[src/verilog/breaker_wear_pkg.sv]
// shared constants, types and register map of the breaker wear monitor
package breaker_wear_pkg;
  // ********************
  // widths
  // ********************
  localparam int OPS_W = 18;
  localparam int CUR_W = 14;
  localparam int FRAC_W = 8;
  localparam int LOG_W = 13;
  localparam int REM_W = OPS_W + FRAC_W;
  localparam int NUM_W = 2 * LOG_W;
  localparam int ADDR_W = 6;
  localparam int DATA_W = 32;
  // ********************
  // setting limits and values after reset
  // ********************
  localparam logic [OPS_W-1:0] OPS_MAX = 18'h30d40;
  localparam logic [CUR_W-1:0] CUR_MAX = 14'h2710;
  localparam logic [OPS_W-1:0] OPS1_RST = 18'h0c350;
  localparam logic [OPS_W-1:0] OPS2_RST = 18'h00064;
  localparam logic [CUR_W-1:0] CUR1_RST = 14'h0064;
  localparam logic [CUR_W-1:0] CUR2_RST = 14'h07d0;
  localparam logic [OPS_W-1:0] ALM1_RST = 18'h003e8;
  localparam logic [OPS_W-1:0] ALM2_RST = 18'h00064;
  // ********************
  // register offsets
  // ********************
  localparam logic [ADDR_W-1:0] REG_CTRL = 6'h00;
  localparam logic [ADDR_W-1:0] REG_OPS1 = 6'h04;
  localparam logic [ADDR_W-1:0] REG_OPS2 = 6'h08;
  localparam logic [ADDR_W-1:0] REG_CUR1 = 6'h0c;
  localparam logic [ADDR_W-1:0] REG_CUR2 = 6'h10;
  localparam logic [ADDR_W-1:0] REG_ALM1 = 6'h14;
  localparam logic [ADDR_W-1:0] REG_ALM2 = 6'h18;
  localparam logic [ADDR_W-1:0] REG_STATUS = 6'h1c;
  localparam logic [ADDR_W-1:0] REG_REM1 = 6'h20;
  localparam logic [ADDR_W-1:0] REG_REM2 = 6'h24;
  localparam logic [ADDR_W-1:0] REG_REM3 = 6'h28;
  localparam logic [ADDR_W-1:0] REG_COUNT = 6'h2c;
  localparam logic [ADDR_W-1:0] REG_CMD = 6'h30;
  // ********************
  // field positions
  // ********************
  localparam int CTRL_W = 7;
  localparam int CTRL_ALM1_EN = 0;
  localparam int CTRL_ALM2_EN = 1;
  localparam int CTRL_TRIG_LSB = 2;
  localparam int CTRL_FORCE_LSB = 5;
  localparam logic [CTRL_W-1:0] CTRL_RST = 7'h00;
  localparam int CMD_RELOAD = 0;
  localparam int CMD_CLR_COUNT = 1;
  // ********************
  // types
  // ********************
  typedef enum logic [1:0] {
    FORCE_NORMAL = 2'h0,
    FORCE_ALARM1 = 2'h1,
    FORCE_ALARM2 = 2'h2
  } forceStatus_e;
  typedef enum logic [3:0] {
    ST_IDLE = 4'h1,
    ST_PREP = 4'h2,
    ST_DIV = 4'h4,
    ST_APPLY = 4'h8
  } wearState_e;
  typedef struct packed {
    logic [2:0][CUR_W-1:0] mag;
  } phaseCurrents_s;
endpackage

[src/verilog/log2_approx.sv]
// piecewise linear base two logarithm, integer part and fraction
`timescale 1ns/1ps
module log2_approx #(
  parameter int IN_W = 18,
  parameter int FRAC_W = 8,
  parameter int OUT_W = 13
) (
  input wire logic [IN_W-1:0] value,
  output logic [OUT_W-1:0] logValue
);
  if (OUT_W != FRAC_W + 5 || IN_W > 32 || IN_W <= FRAC_W) begin : g_bad
    $error("log2_approx: unsupported widths");
  end
  logic [4:0] pos;
  logic [IN_W-1:0] norm;
  // zero input reads as log of one; callers never divide by it
  always_comb begin
    pos = 5'h00;
    for (int i = 0; i < IN_W; i++) begin
      if (value[i]) begin
        pos = 5'(i);
      end
    end
    norm = value << (5'(IN_W - 1) - pos);
    logValue = {pos, norm[IN_W-2 -: FRAC_W]};
  end
endmodule // log2_approx

[src/verilog/serial_div.sv]
// restoring divider, one quotient bit per clock
`timescale 1ns/1ps
module serial_div #(
  parameter int NUM_W = 26,
  parameter int DEN_W = 13
) (
  input wire logic clock,
  input wire logic rstn,
  input wire logic start,
  input wire logic [NUM_W-1:0] numerator,
  input wire logic [DEN_W-1:0] denominator,
  output logic done,
  output logic [NUM_W-1:0] quotient
);
  if (NUM_W > 62 || DEN_W < 2) begin : g_bad
    $error("serial_div: unsupported widths");
  end
  logic [DEN_W:0] rem_ff, nxt_rem;
  logic [NUM_W-1:0] quo_ff, nxt_quo;
  logic [5:0] cnt_ff, nxt_cnt;
  logic done_ff, nxt_done;
  logic [DEN_W:0] trial;
  always_comb begin
    nxt_rem = rem_ff;
    nxt_quo = quo_ff;
    nxt_cnt = cnt_ff;
    nxt_done = 1'b0;
    trial = {rem_ff[DEN_W-1:0], quo_ff[NUM_W-1]};
    if (start) begin
      nxt_rem = '0;
      nxt_quo = numerator;
      nxt_cnt = 6'(NUM_W);
    end else if (cnt_ff != 6'h00) begin
      nxt_cnt = cnt_ff - 6'h01;
      nxt_done = (cnt_ff == 6'h01);
      if (trial >= {1'b0, denominator}) begin
        nxt_rem = trial - {1'b0, denominator};
        nxt_quo = {quo_ff[NUM_W-2:0], 1'b1};
      end else begin
        nxt_rem = trial;
        nxt_quo = {quo_ff[NUM_W-2:0], 1'b0};
      end
    end
  end
  always_ff @(posedge clock) begin
    if (!rstn) begin
      rem_ff <= '0;
      quo_ff <= '0;
      cnt_ff <= 6'h00;
      done_ff <= 1'b0;
    end else begin
      rem_ff <= nxt_rem;
      quo_ff <= nxt_quo;
      cnt_ff <= nxt_cnt;
      done_ff <= nxt_done;
    end
  end
  assign done = done_ff;
  assign quotient = quo_ff;
endmodule // serial_div

[src/verilog/breaker_wear_monitor.sv]
// breaker wear monitor: trip capture, wear arithmetic, alarms and registers
//
// Overview of operation
// - a rising edge of the chosen breaker open output captures all three phase currents.
// - each captured opening subtracts per phase the wear it used from that phase's remaining operations.
// - two independent alarm stages assert when a phase's remaining operations fall below their limit.
// - a control field selects which output acts as the breaker open trigger.
// - the captured inputs are the fundamental magnitudes of the three phase currents.
// - a force field (normal, alarm 1, alarm 2) overrides the status while global forcing is on; here the normal value leaves the alarms unforced.
// - the settings are static and no setting group affects them.
// - operations 1 takes 0 to 200000, default 50000, the count at nominal current.
// - operations 2 takes 0 to 200000, default 100, the count at breaking current.
// - current 1 takes 0 to 100.00 kA in 0.01 kA steps, default 1 kA.
// - current 2 takes the same range and step, default 20 kA.
// - the wear curve is set only by the two current and count points.
// - each stage has an enable, off by default, and a limit of 0 to 200000 (1000 and 100 by default).
// - the remaining operations of each phase are readable separately.
//
// Design decisions made here: the register offsets and strobed register access.
`timescale 1ns/1ps
module breaker_wear_monitor #(
  parameter int NUM_OUTS = 8
) (
  input wire logic clock,
  input wire logic rstn,
  input wire logic [NUM_OUTS-1:0] tripOutputs,
  input wire breaker_wear_pkg::phaseCurrents_s phaseCurrents,
  input wire logic forceEnable,
  input wire logic [breaker_wear_pkg::ADDR_W-1:0] regAddr,
  input wire logic [breaker_wear_pkg::DATA_W-1:0] regWdata,
  input wire logic regWr,
  input wire logic regRd,
  output logic [breaker_wear_pkg::DATA_W-1:0] regRdata,
  output logic alarm1,
  output logic alarm2
);
  if (NUM_OUTS < 1 || NUM_OUTS > 8) begin : g_bad
    $error("breaker_wear_monitor: NUM_OUTS must be 1 to 8");
  end
  localparam int OW = breaker_wear_pkg::OPS_W;
  localparam int CW = breaker_wear_pkg::CUR_W;
  localparam int LW = breaker_wear_pkg::LOG_W;
  localparam int RW = breaker_wear_pkg::REM_W;
  localparam int FW = breaker_wear_pkg::FRAC_W;

  // ********************
  // settings and commands
  // ********************
  logic [breaker_wear_pkg::CTRL_W-1:0] ctrl_ff, nxt_ctrl;
  logic [OW-1:0] ops1_ff, nxt_ops1, ops2_ff, nxt_ops2, alm1Set_ff, nxt_alm1Set, alm2Set_ff, nxt_alm2Set;
  logic [CW-1:0] cur1_ff, nxt_cur1, cur2_ff, nxt_cur2;
  logic wrOps, wrCur, reload, clrCount;
  always_comb begin
    nxt_ctrl = ctrl_ff;
    nxt_ops1 = ops1_ff;
    nxt_ops2 = ops2_ff;
    nxt_alm1Set = alm1Set_ff;
    nxt_alm2Set = alm2Set_ff;
    nxt_cur1 = cur1_ff;
    nxt_cur2 = cur2_ff;
    // out of range values are dropped, the old setting stays
    wrOps = regWr && regWdata <= 32'(breaker_wear_pkg::OPS_MAX);
    wrCur = regWr && regWdata <= 32'(breaker_wear_pkg::CUR_MAX);
    reload = regWr && regAddr == breaker_wear_pkg::REG_CMD && regWdata[breaker_wear_pkg::CMD_RELOAD];
    clrCount = regWr && regAddr == breaker_wear_pkg::REG_CMD && regWdata[breaker_wear_pkg::CMD_CLR_COUNT];
    if (regWr && regAddr == breaker_wear_pkg::REG_CTRL) begin
      nxt_ctrl = regWdata[breaker_wear_pkg::CTRL_W-1:0];
    end
    if (wrOps && regAddr == breaker_wear_pkg::REG_OPS1) nxt_ops1 = regWdata[OW-1:0];
    if (wrOps && regAddr == breaker_wear_pkg::REG_OPS2) nxt_ops2 = regWdata[OW-1:0];
    if (wrOps && regAddr == breaker_wear_pkg::REG_ALM1) nxt_alm1Set = regWdata[OW-1:0];
    if (wrOps && regAddr == breaker_wear_pkg::REG_ALM2) nxt_alm2Set = regWdata[OW-1:0];
    if (wrCur && regAddr == breaker_wear_pkg::REG_CUR1) nxt_cur1 = regWdata[CW-1:0];
    if (wrCur && regAddr == breaker_wear_pkg::REG_CUR2) nxt_cur2 = regWdata[CW-1:0];
  end
  // single copy of each setting, no group input exists
  always_ff @(posedge clock) begin
    if (!rstn) begin
      ctrl_ff <= breaker_wear_pkg::CTRL_RST;
      ops1_ff <= breaker_wear_pkg::OPS1_RST;
      ops2_ff <= breaker_wear_pkg::OPS2_RST;
      cur1_ff <= breaker_wear_pkg::CUR1_RST;
      cur2_ff <= breaker_wear_pkg::CUR2_RST;
      alm1Set_ff <= breaker_wear_pkg::ALM1_RST;
      alm2Set_ff <= breaker_wear_pkg::ALM2_RST;
    end else begin
      ctrl_ff <= nxt_ctrl;
      ops1_ff <= nxt_ops1;
      ops2_ff <= nxt_ops2;
      cur1_ff <= nxt_cur1;
      cur2_ff <= nxt_cur2;
      alm1Set_ff <= nxt_alm1Set;
      alm2Set_ff <= nxt_alm2Set;
    end
  end

  // ********************
  // logarithms of the two curve points and the phase under work
  // ********************
  logic [4:0][OW-1:0] logIn;
  logic [4:0][LW-1:0] logs;
  breaker_wear_pkg::phaseCurrents_s capt_ff, nxt_capt, work_ff, nxt_work;
  logic [1:0] phase_ff, nxt_phase;
  assign logIn[0] = OW'(work_ff.mag[phase_ff]);
  assign logIn[1] = OW'(cur1_ff);
  assign logIn[2] = OW'(cur2_ff);
  assign logIn[3] = ops1_ff;
  assign logIn[4] = ops2_ff;
  for (genvar g = 0; g < 5; g++) begin : g_log
    log2_approx #(.IN_W(OW), .FRAC_W(FW), .OUT_W(LW)) u_log (
      .value(logIn[g]),
      .logValue(logs[g])
    );
  end

  // ********************
  // wear engine
  // ********************
  breaker_wear_pkg::wearState_e state_ff, nxt_state;
  logic [2:0][RW-1:0] rem_ff, nxt_rem;
  logic [31:0] opCount_ff, nxt_opCount;
  logic trigPrev_ff, pending_ff, nxt_pending, divStart_ff, nxt_divStart;
  logic [LW-1:0] expo_ff, nxt_expo, den_ff, nxt_den, span, dI, dN;
  logic [2*LW-1:0] num_ff, nxt_num, quotient;
  logic [RW-1:0] consumed, remCur;
  logic trigSel, trigEdge, divDone;
  serial_div #(.NUM_W(2 * LW), .DEN_W(LW)) u_div (
    .clock(clock),
    .rstn(rstn),
    .start(divStart_ff),
    .numerator(num_ff),
    .denominator(den_ff),
    .done(divDone),
    .quotient(quotient)
  );
  always_comb begin
    trigSel = tripOutputs[ctrl_ff[breaker_wear_pkg::CTRL_TRIG_LSB +: 3]];
    trigEdge = trigSel && !trigPrev_ff;
    // log-log line through both points; below point one a trip costs one operation
    span = (logs[2] > logs[1]) ? logs[2] - logs[1] : '0;
    dN = (logs[3] > logs[4]) ? logs[3] - logs[4] : '0;
    dI = (logs[0] <= logs[1]) ? '0 : (logs[0] >= logs[2]) ? span : logs[0] - logs[1];
    consumed = RW'({1'b1, expo_ff[FW-1:0]}) << expo_ff[LW-1:FW];
    remCur = rem_ff[phase_ff];
    nxt_state = state_ff;
    nxt_rem = rem_ff;
    nxt_capt = capt_ff;
    nxt_work = work_ff;
    nxt_phase = phase_ff;
    nxt_expo = expo_ff;
    nxt_num = num_ff;
    nxt_den = den_ff;
    nxt_divStart = 1'b0;
    nxt_opCount = clrCount ? 32'h0 : opCount_ff;
    // a trigger in the clear cycle still counts, set wins
    nxt_pending = trigEdge || (pending_ff && state_ff != breaker_wear_pkg::ST_IDLE);
    if (trigEdge) begin
      nxt_capt = phaseCurrents;
      nxt_opCount = nxt_opCount + 32'h1;
    end
    case (state_ff)
      breaker_wear_pkg::ST_IDLE: begin
        if (pending_ff) begin
          nxt_work = capt_ff;
          nxt_phase = 2'h0;
          nxt_state = breaker_wear_pkg::ST_PREP;
        end
      end
      breaker_wear_pkg::ST_PREP: begin
        if (span == '0 || dN == '0 || dI == '0) begin
          nxt_expo = '0;
          nxt_state = breaker_wear_pkg::ST_APPLY;
        end else begin
          nxt_num = dI * dN;
          nxt_den = span;
          nxt_divStart = 1'b1;
          nxt_state = breaker_wear_pkg::ST_DIV;
        end
      end
      breaker_wear_pkg::ST_DIV: begin
        if (divDone) begin
          nxt_expo = quotient[LW-1:0];
          nxt_state = breaker_wear_pkg::ST_APPLY;
        end
      end
      breaker_wear_pkg::ST_APPLY: begin
        nxt_rem[phase_ff] = (remCur > consumed) ? remCur - consumed : '0;
        nxt_phase = phase_ff + 2'h1;
        nxt_state = (phase_ff == 2'h2) ? breaker_wear_pkg::ST_IDLE : breaker_wear_pkg::ST_PREP;
      end
      default: nxt_state = breaker_wear_pkg::ST_IDLE;
    endcase
    if (reload) begin
      nxt_rem = {3{ops1_ff, FW'(0)}};
    end
  end
  always_ff @(posedge clock) begin
    if (!rstn) begin
      state_ff <= breaker_wear_pkg::ST_IDLE;
      rem_ff <= {3{breaker_wear_pkg::OPS1_RST, 8'h00}};
      capt_ff <= '0;
      work_ff <= '0;
      phase_ff <= 2'h0;
      expo_ff <= '0;
      num_ff <= '0;
      den_ff <= '0;
      divStart_ff <= 1'b0;
      opCount_ff <= 32'h0;
      trigPrev_ff <= 1'b0;
      pending_ff <= 1'b0;
    end else begin
      state_ff <= nxt_state;
      rem_ff <= nxt_rem;
      capt_ff <= nxt_capt;
      work_ff <= nxt_work;
      phase_ff <= nxt_phase;
      expo_ff <= nxt_expo;
      num_ff <= nxt_num;
      den_ff <= nxt_den;
      divStart_ff <= nxt_divStart;
      opCount_ff <= nxt_opCount;
      trigPrev_ff <= trigSel;
      pending_ff <= nxt_pending;
    end
  end

  // ********************
  // alarms, forcing and read port
  // ********************
  logic alarm1_ff, nxt_alarm1, alarm2_ff, nxt_alarm2, forceOn;
  logic [breaker_wear_pkg::DATA_W-1:0] rdata_ff, nxt_rdata;
  logic [1:0] forceSel, condition;
  logic below1, below2;
  always_comb begin
    below1 = 1'b0;
    below2 = 1'b0;
    for (int p = 0; p < 3; p++) begin
      below1 = below1 || rem_ff[p][RW-1:FW] < alm1Set_ff;
      below2 = below2 || rem_ff[p][RW-1:FW] < alm2Set_ff;
    end
    forceSel = ctrl_ff[breaker_wear_pkg::CTRL_FORCE_LSB +: 2];
    forceOn = forceEnable && forceSel != breaker_wear_pkg::FORCE_NORMAL;
    nxt_alarm1 = forceOn ? forceSel == breaker_wear_pkg::FORCE_ALARM1 :
                 below1 && ctrl_ff[breaker_wear_pkg::CTRL_ALM1_EN];
    nxt_alarm2 = forceOn ? forceSel == breaker_wear_pkg::FORCE_ALARM2 :
                 below2 && ctrl_ff[breaker_wear_pkg::CTRL_ALM2_EN];
    condition = alarm2_ff ? 2'h2 : alarm1_ff ? 2'h1 : 2'h0;
    nxt_rdata = '0;
    if (regRd) begin
      case (regAddr)
        breaker_wear_pkg::REG_CTRL: nxt_rdata = 32'(ctrl_ff);
        breaker_wear_pkg::REG_OPS1: nxt_rdata = 32'(ops1_ff);
        breaker_wear_pkg::REG_OPS2: nxt_rdata = 32'(ops2_ff);
        breaker_wear_pkg::REG_CUR1: nxt_rdata = 32'(cur1_ff);
        breaker_wear_pkg::REG_CUR2: nxt_rdata = 32'(cur2_ff);
        breaker_wear_pkg::REG_ALM1: nxt_rdata = 32'(alm1Set_ff);
        breaker_wear_pkg::REG_ALM2: nxt_rdata = 32'(alm2Set_ff);
        breaker_wear_pkg::REG_STATUS: nxt_rdata = 32'({pending_ff || state_ff != breaker_wear_pkg::ST_IDLE,
                                                       condition, alarm2_ff, alarm1_ff});
        breaker_wear_pkg::REG_REM1: nxt_rdata = 32'(rem_ff[0][RW-1:FW]);
        breaker_wear_pkg::REG_REM2: nxt_rdata = 32'(rem_ff[1][RW-1:FW]);
        breaker_wear_pkg::REG_REM3: nxt_rdata = 32'(rem_ff[2][RW-1:FW]);
        breaker_wear_pkg::REG_COUNT: nxt_rdata = opCount_ff;
        default: nxt_rdata = '0;
      endcase
    end
  end
  always_ff @(posedge clock) begin
    if (!rstn) begin
      alarm1_ff <= 1'b0;
      alarm2_ff <= 1'b0;
      rdata_ff <= '0;
    end else begin
      alarm1_ff <= nxt_alarm1;
      alarm2_ff <= nxt_alarm2;
      rdata_ff <= nxt_rdata;
    end
  end
  assign alarm1 = alarm1_ff;
  assign alarm2 = alarm2_ff;
  assign regRdata = rdata_ff;
endmodule // breaker_wear_monitor

[config.mk]
export PLATFORM = sky130hd
export DESIGN_NAME = breaker_wear_monitor
export DESIGN_NICKNAME = d
export VERILOG_FILES = /design/src/verilog/breaker_wear_pkg.sv /design/src/verilog/log2_approx.sv /design/src/verilog/serial_div.sv /design/src/verilog/breaker_wear_monitor.sv
export SDC_FILE = /design/constraint.sdc
export NUM_CORES = 2
export LEC_CHECK = 0
export ABC_AREA = 0
export BUFFER_PORTS_ARGS = -buffer_cell sky130_fd_sc_hd__buf_2
export CAP_MARGIN = 15
export CORE_UTILIZATION = 40
export CTS_CLUSTER_SIZE = 25
export DETAILED_ROUTE_END_ITERATION = 6
export PLACE_DENSITY = 0.65
export SKIP_CTS_REPAIR_TIMING = 1
export SLEW_MARGIN = 20
export SYNTH_ARGS = -nofsm -noshare
export SYNTH_HDL_FRONTEND = slang
export SYNTH_SLANG_ARGS = --single-unit
[constraint.sdc]
create_clock -name clock -period 11.45 [get_ports clock]
set_input_delay 2.29 -clock clock [delete_from_list [all_inputs] [get_ports clock]]
set_output_delay 2.29 -clock clock [all_outputs]
set_load 0.005 [all_outputs]
==> flow_summary.ini <==
[outcome]
outcome = finished with violations
violations = design-rule violations

[worst_setup_path]
critPathMaxFanout = 13
worstSetupStartpointType = flop
cp_data_required_time_ps = 11900
path_class = reg -> reg
slowest_delay_ps = 610
worstPathArrival_ps = 11120
critPathSlowestCell = mux4_2
crit_top_cell = a21oi_1
end_kind = flop

[timing]
post-route-period-util_pct = 93.2
rsz0062_at_grt = false
setup_viol_count_final = 0
hold_viol = 0
fmax_ghz = 0.0937
maxSlewViolCount = 0
slew_headroom_pct = 29.1
skew_ps = 55.5
fin_setup_tns_ps = 0
final.min_clock_period_ps = 10670
finalWorstSetupSlack_ps = 777
tightest_slew_ps = 1060
hold_ws_ps = 451

[route]
firstDrtPassIters = 7
wire_per_inst_um = 19.7
vias = 31900
drc = 17
vias_per_cell = 5.71
drt-initial-drc-count = 3114
ant_nets = 0
wl_mm = 110

[placed_design]
post-place-ws_ps = 643
gp_congestion = 0.998
io_buffers = 126
hpwl_mm = 82.5

[job]
max_cap_viol_count = 0

[synth]
syn_avg_cell_area_um2 = 7.82
syn-num-nets = 4895
ys_seq_area_share_pct = 25.7
ys_seq_elements = 442
synth_edf_count = 0
synth_ff_type = dfxtp_1
synthArstFlopShare_pct = 0
ys_types = 79
yosys.area.top_type = dfxtp_1
synth_area_um2 = 34400
synth_top_area_share_pct = 25.7
netlist_top_cells_area = dfxtp_1 26%, ha_1 9.9%, mux2i_1 7.6%, nand2_1 7.4%, fa_1 7.3%
syn_inst = 4404
synth_warnings = 0

[die]
pin_count = 127
rows = 107
die_w_um = 295
start_util_pct = 40.4
placeableCoreArea_um2 = 85300
die_h_um = 295
dieArea_um2 = 87300

[global_route]
grt_usage_pct = 24.8
grt_max_degree = 124
grt_first_pass_wirelength_mm = 171
grt_pass1_vias = 29700
grt_overflow_total = 0
grt_antenna_before_repair = 0

[cells_and_area]
area_growth_pct = 10.3
final_common_cell = nand2_1
layout_common_cells = 679 x nand2_1, 464 x nor2_1, 439 x dfxtp_1, 384 x a21oi_1, 302 x inv_1
final_layout_size_suffix_gt1_share_pct = 8.38
antenna_cells = 0
layout.nets = 4888

[clock_tree]
cts.sinks = 442
tritoncts = built
cts_buffers = 51
clock_path_buffers = 3
cts_root_buf = clkbuf_16
clock_latency_ps = 640
htreeDepth = 2
path_clk_slew_ps = 60

[pwr]
clkPwrFrac_pct = 40.2
p_sw_share_pct = 31.3
combPwrFrac_pct = 22.3
intPower_mw = 2.96
pwr_density_cell_nw_per_um2 = 113
p_leak_nw = 15.6
power_switching_mw = 1.35
seq_power_share_pct = 37.5
worst_ir_drop_vdd_uv = 120

[min_path]
holdCritPathClass = reg -> reg
==> final timing paths <==
path	end	start	cells past startpoint	slack [ps]
worst max-delay path	num_ff[20]$_SDFFE_PN0P_	cur2_ff[1]$_SDFFE_PN0P_	41	780
worst min-delay path	work_ff[30]$_SDFFE_PN0P_	capt_ff[30]$_SDFFE_PN0P_	2	450
worst max register to register	num_ff[20]$_SDFFE_PN0P_	cur2_ff[1]$_SDFFE_PN0P_	41	780
worst min register to register	work_ff[30]$_SDFFE_PN0P_	capt_ff[30]$_SDFFE_PN0P_	2	450
==> stage by stage <==
| stage | total power, mW | std cells | utilization [%] | cell area [µm²] |
|---|---|---|---|---|
| 2_1_floorplan | 2.36 | 4404 | - | 34400 |
| 4_1_cts | 4.33 | 5581 | 44.4 | 37900 |
| 3_5_place_dp | 2.60 | 5488 | 42.4 | 36100 |
| 6_report | 4.31 | 5581 | 44.5 | 38000 |
| 3_3_place_gp | 2.60 | 5488 | 42.4 | 36100 |
| 5_1_grt | 4.53 | 5581 | 44.5 | 38000 |
==> critical path, delay by kind of cell, from the launching register on <==
kind                       cells  cell delay, ps
adders and majority gates      7            3360
AOI/OAI and AO/OA             17            2810
and+or+nand+nor                8            1640
muxes                          4            1500
buffers and inverters          4             650
DFF                            1             470
xor gates and xnor gates       1              90
==> final cells by class <==
type / count / area (µm²)
clock inverter: 29 / 382
tap: 1144 / 1430
clock buffer: 64 / 1400
multi-input combinational: 3402 / 23600
sequential: 442 / 8860
fill: 8569 / 47300
timing repair buffer: 193 / 1130
inverter: 307 / 1160
==> routing by layer <==
metal	wire length [µm]	GRT usage [%]
met1	49000	34.1
met2	47700	38.5
met5	0	0
met4	4840	10.6
met3	8310	3.55
==> synthesized netlist by cell type, types with 15 or more instances <==
library cell	n
clkbuf_1	216
nor2_1	469
and3_1	27
nor3_1	65
xor2_1	49
and2_1	44
buf_1	27
mux4_2	17
or3_1	27
a221oi_1	35
ha_1	272
a211oi_1	36
nand2_1	680
o21a_1	22
a22oi_1	51
o22ai_1	34
nor4_1	27
a21o_1	86
xnor2_1	60
mux2_2	15
nor2b_1	33
o31ai_1	15
nand2b_1	48
a22o_1	30
o21bai_1	24
dfxtp_1	442
o211ai_1	28
nand3_1	70
inv_1	302
mux2i_1	262
fa_1	126
a21oi_1	384
a31oi_1	43
o21ai_0	137
nand4_1	42
==> registers in the layout, summed over array words and instances, names as in the netlist, 2 cells and up <==
name / cells
rem_ff: 78
capt_ff: 42
work_ff: 42
opCount_ff: 32
regRdata: 32
num_ff: 26
u_div.quotient: 26
alm1Set_ff: 18
alm2Set_ff: 18
ops1_ff: 18
ops2_ff: 18
cur1_ff: 14
cur2_ff: 14
den_ff: 13
expo_ff: 13
u_div.rem_ff: 13
ctrl_ff: 7
u_div.cnt_ff: 6
state_ff: 4
phase_ff: 2
==> power groups by stage <==
stage                     Clock, mW  Sequential [mW]  Combinational [mW]
final                          1.73             1.62               0.962
after global routing           1.82             1.62                1.09
after CTS                      1.76             1.62               0.962
after detailed placement          0             1.65               0.947
after global placement            0             1.65               0.947
after floorplan                   0             1.64               0.720
==> cell families after synthesis <==
group | after synthesis | synth area share, %
buffers and inverters | 560 | 6.18
muxes | 294 | 9.22
and+or+nand+nor | 1591 | 20.3
xor gates and xnor gates | 109 | 2.77
adders and majority gates | 398 | 17.2
DFF | 442 | 25.7
AOI/OAI and AO/OA | 1010 | 18.6
No activity file was read; power rests on OpenSTA's default activity.
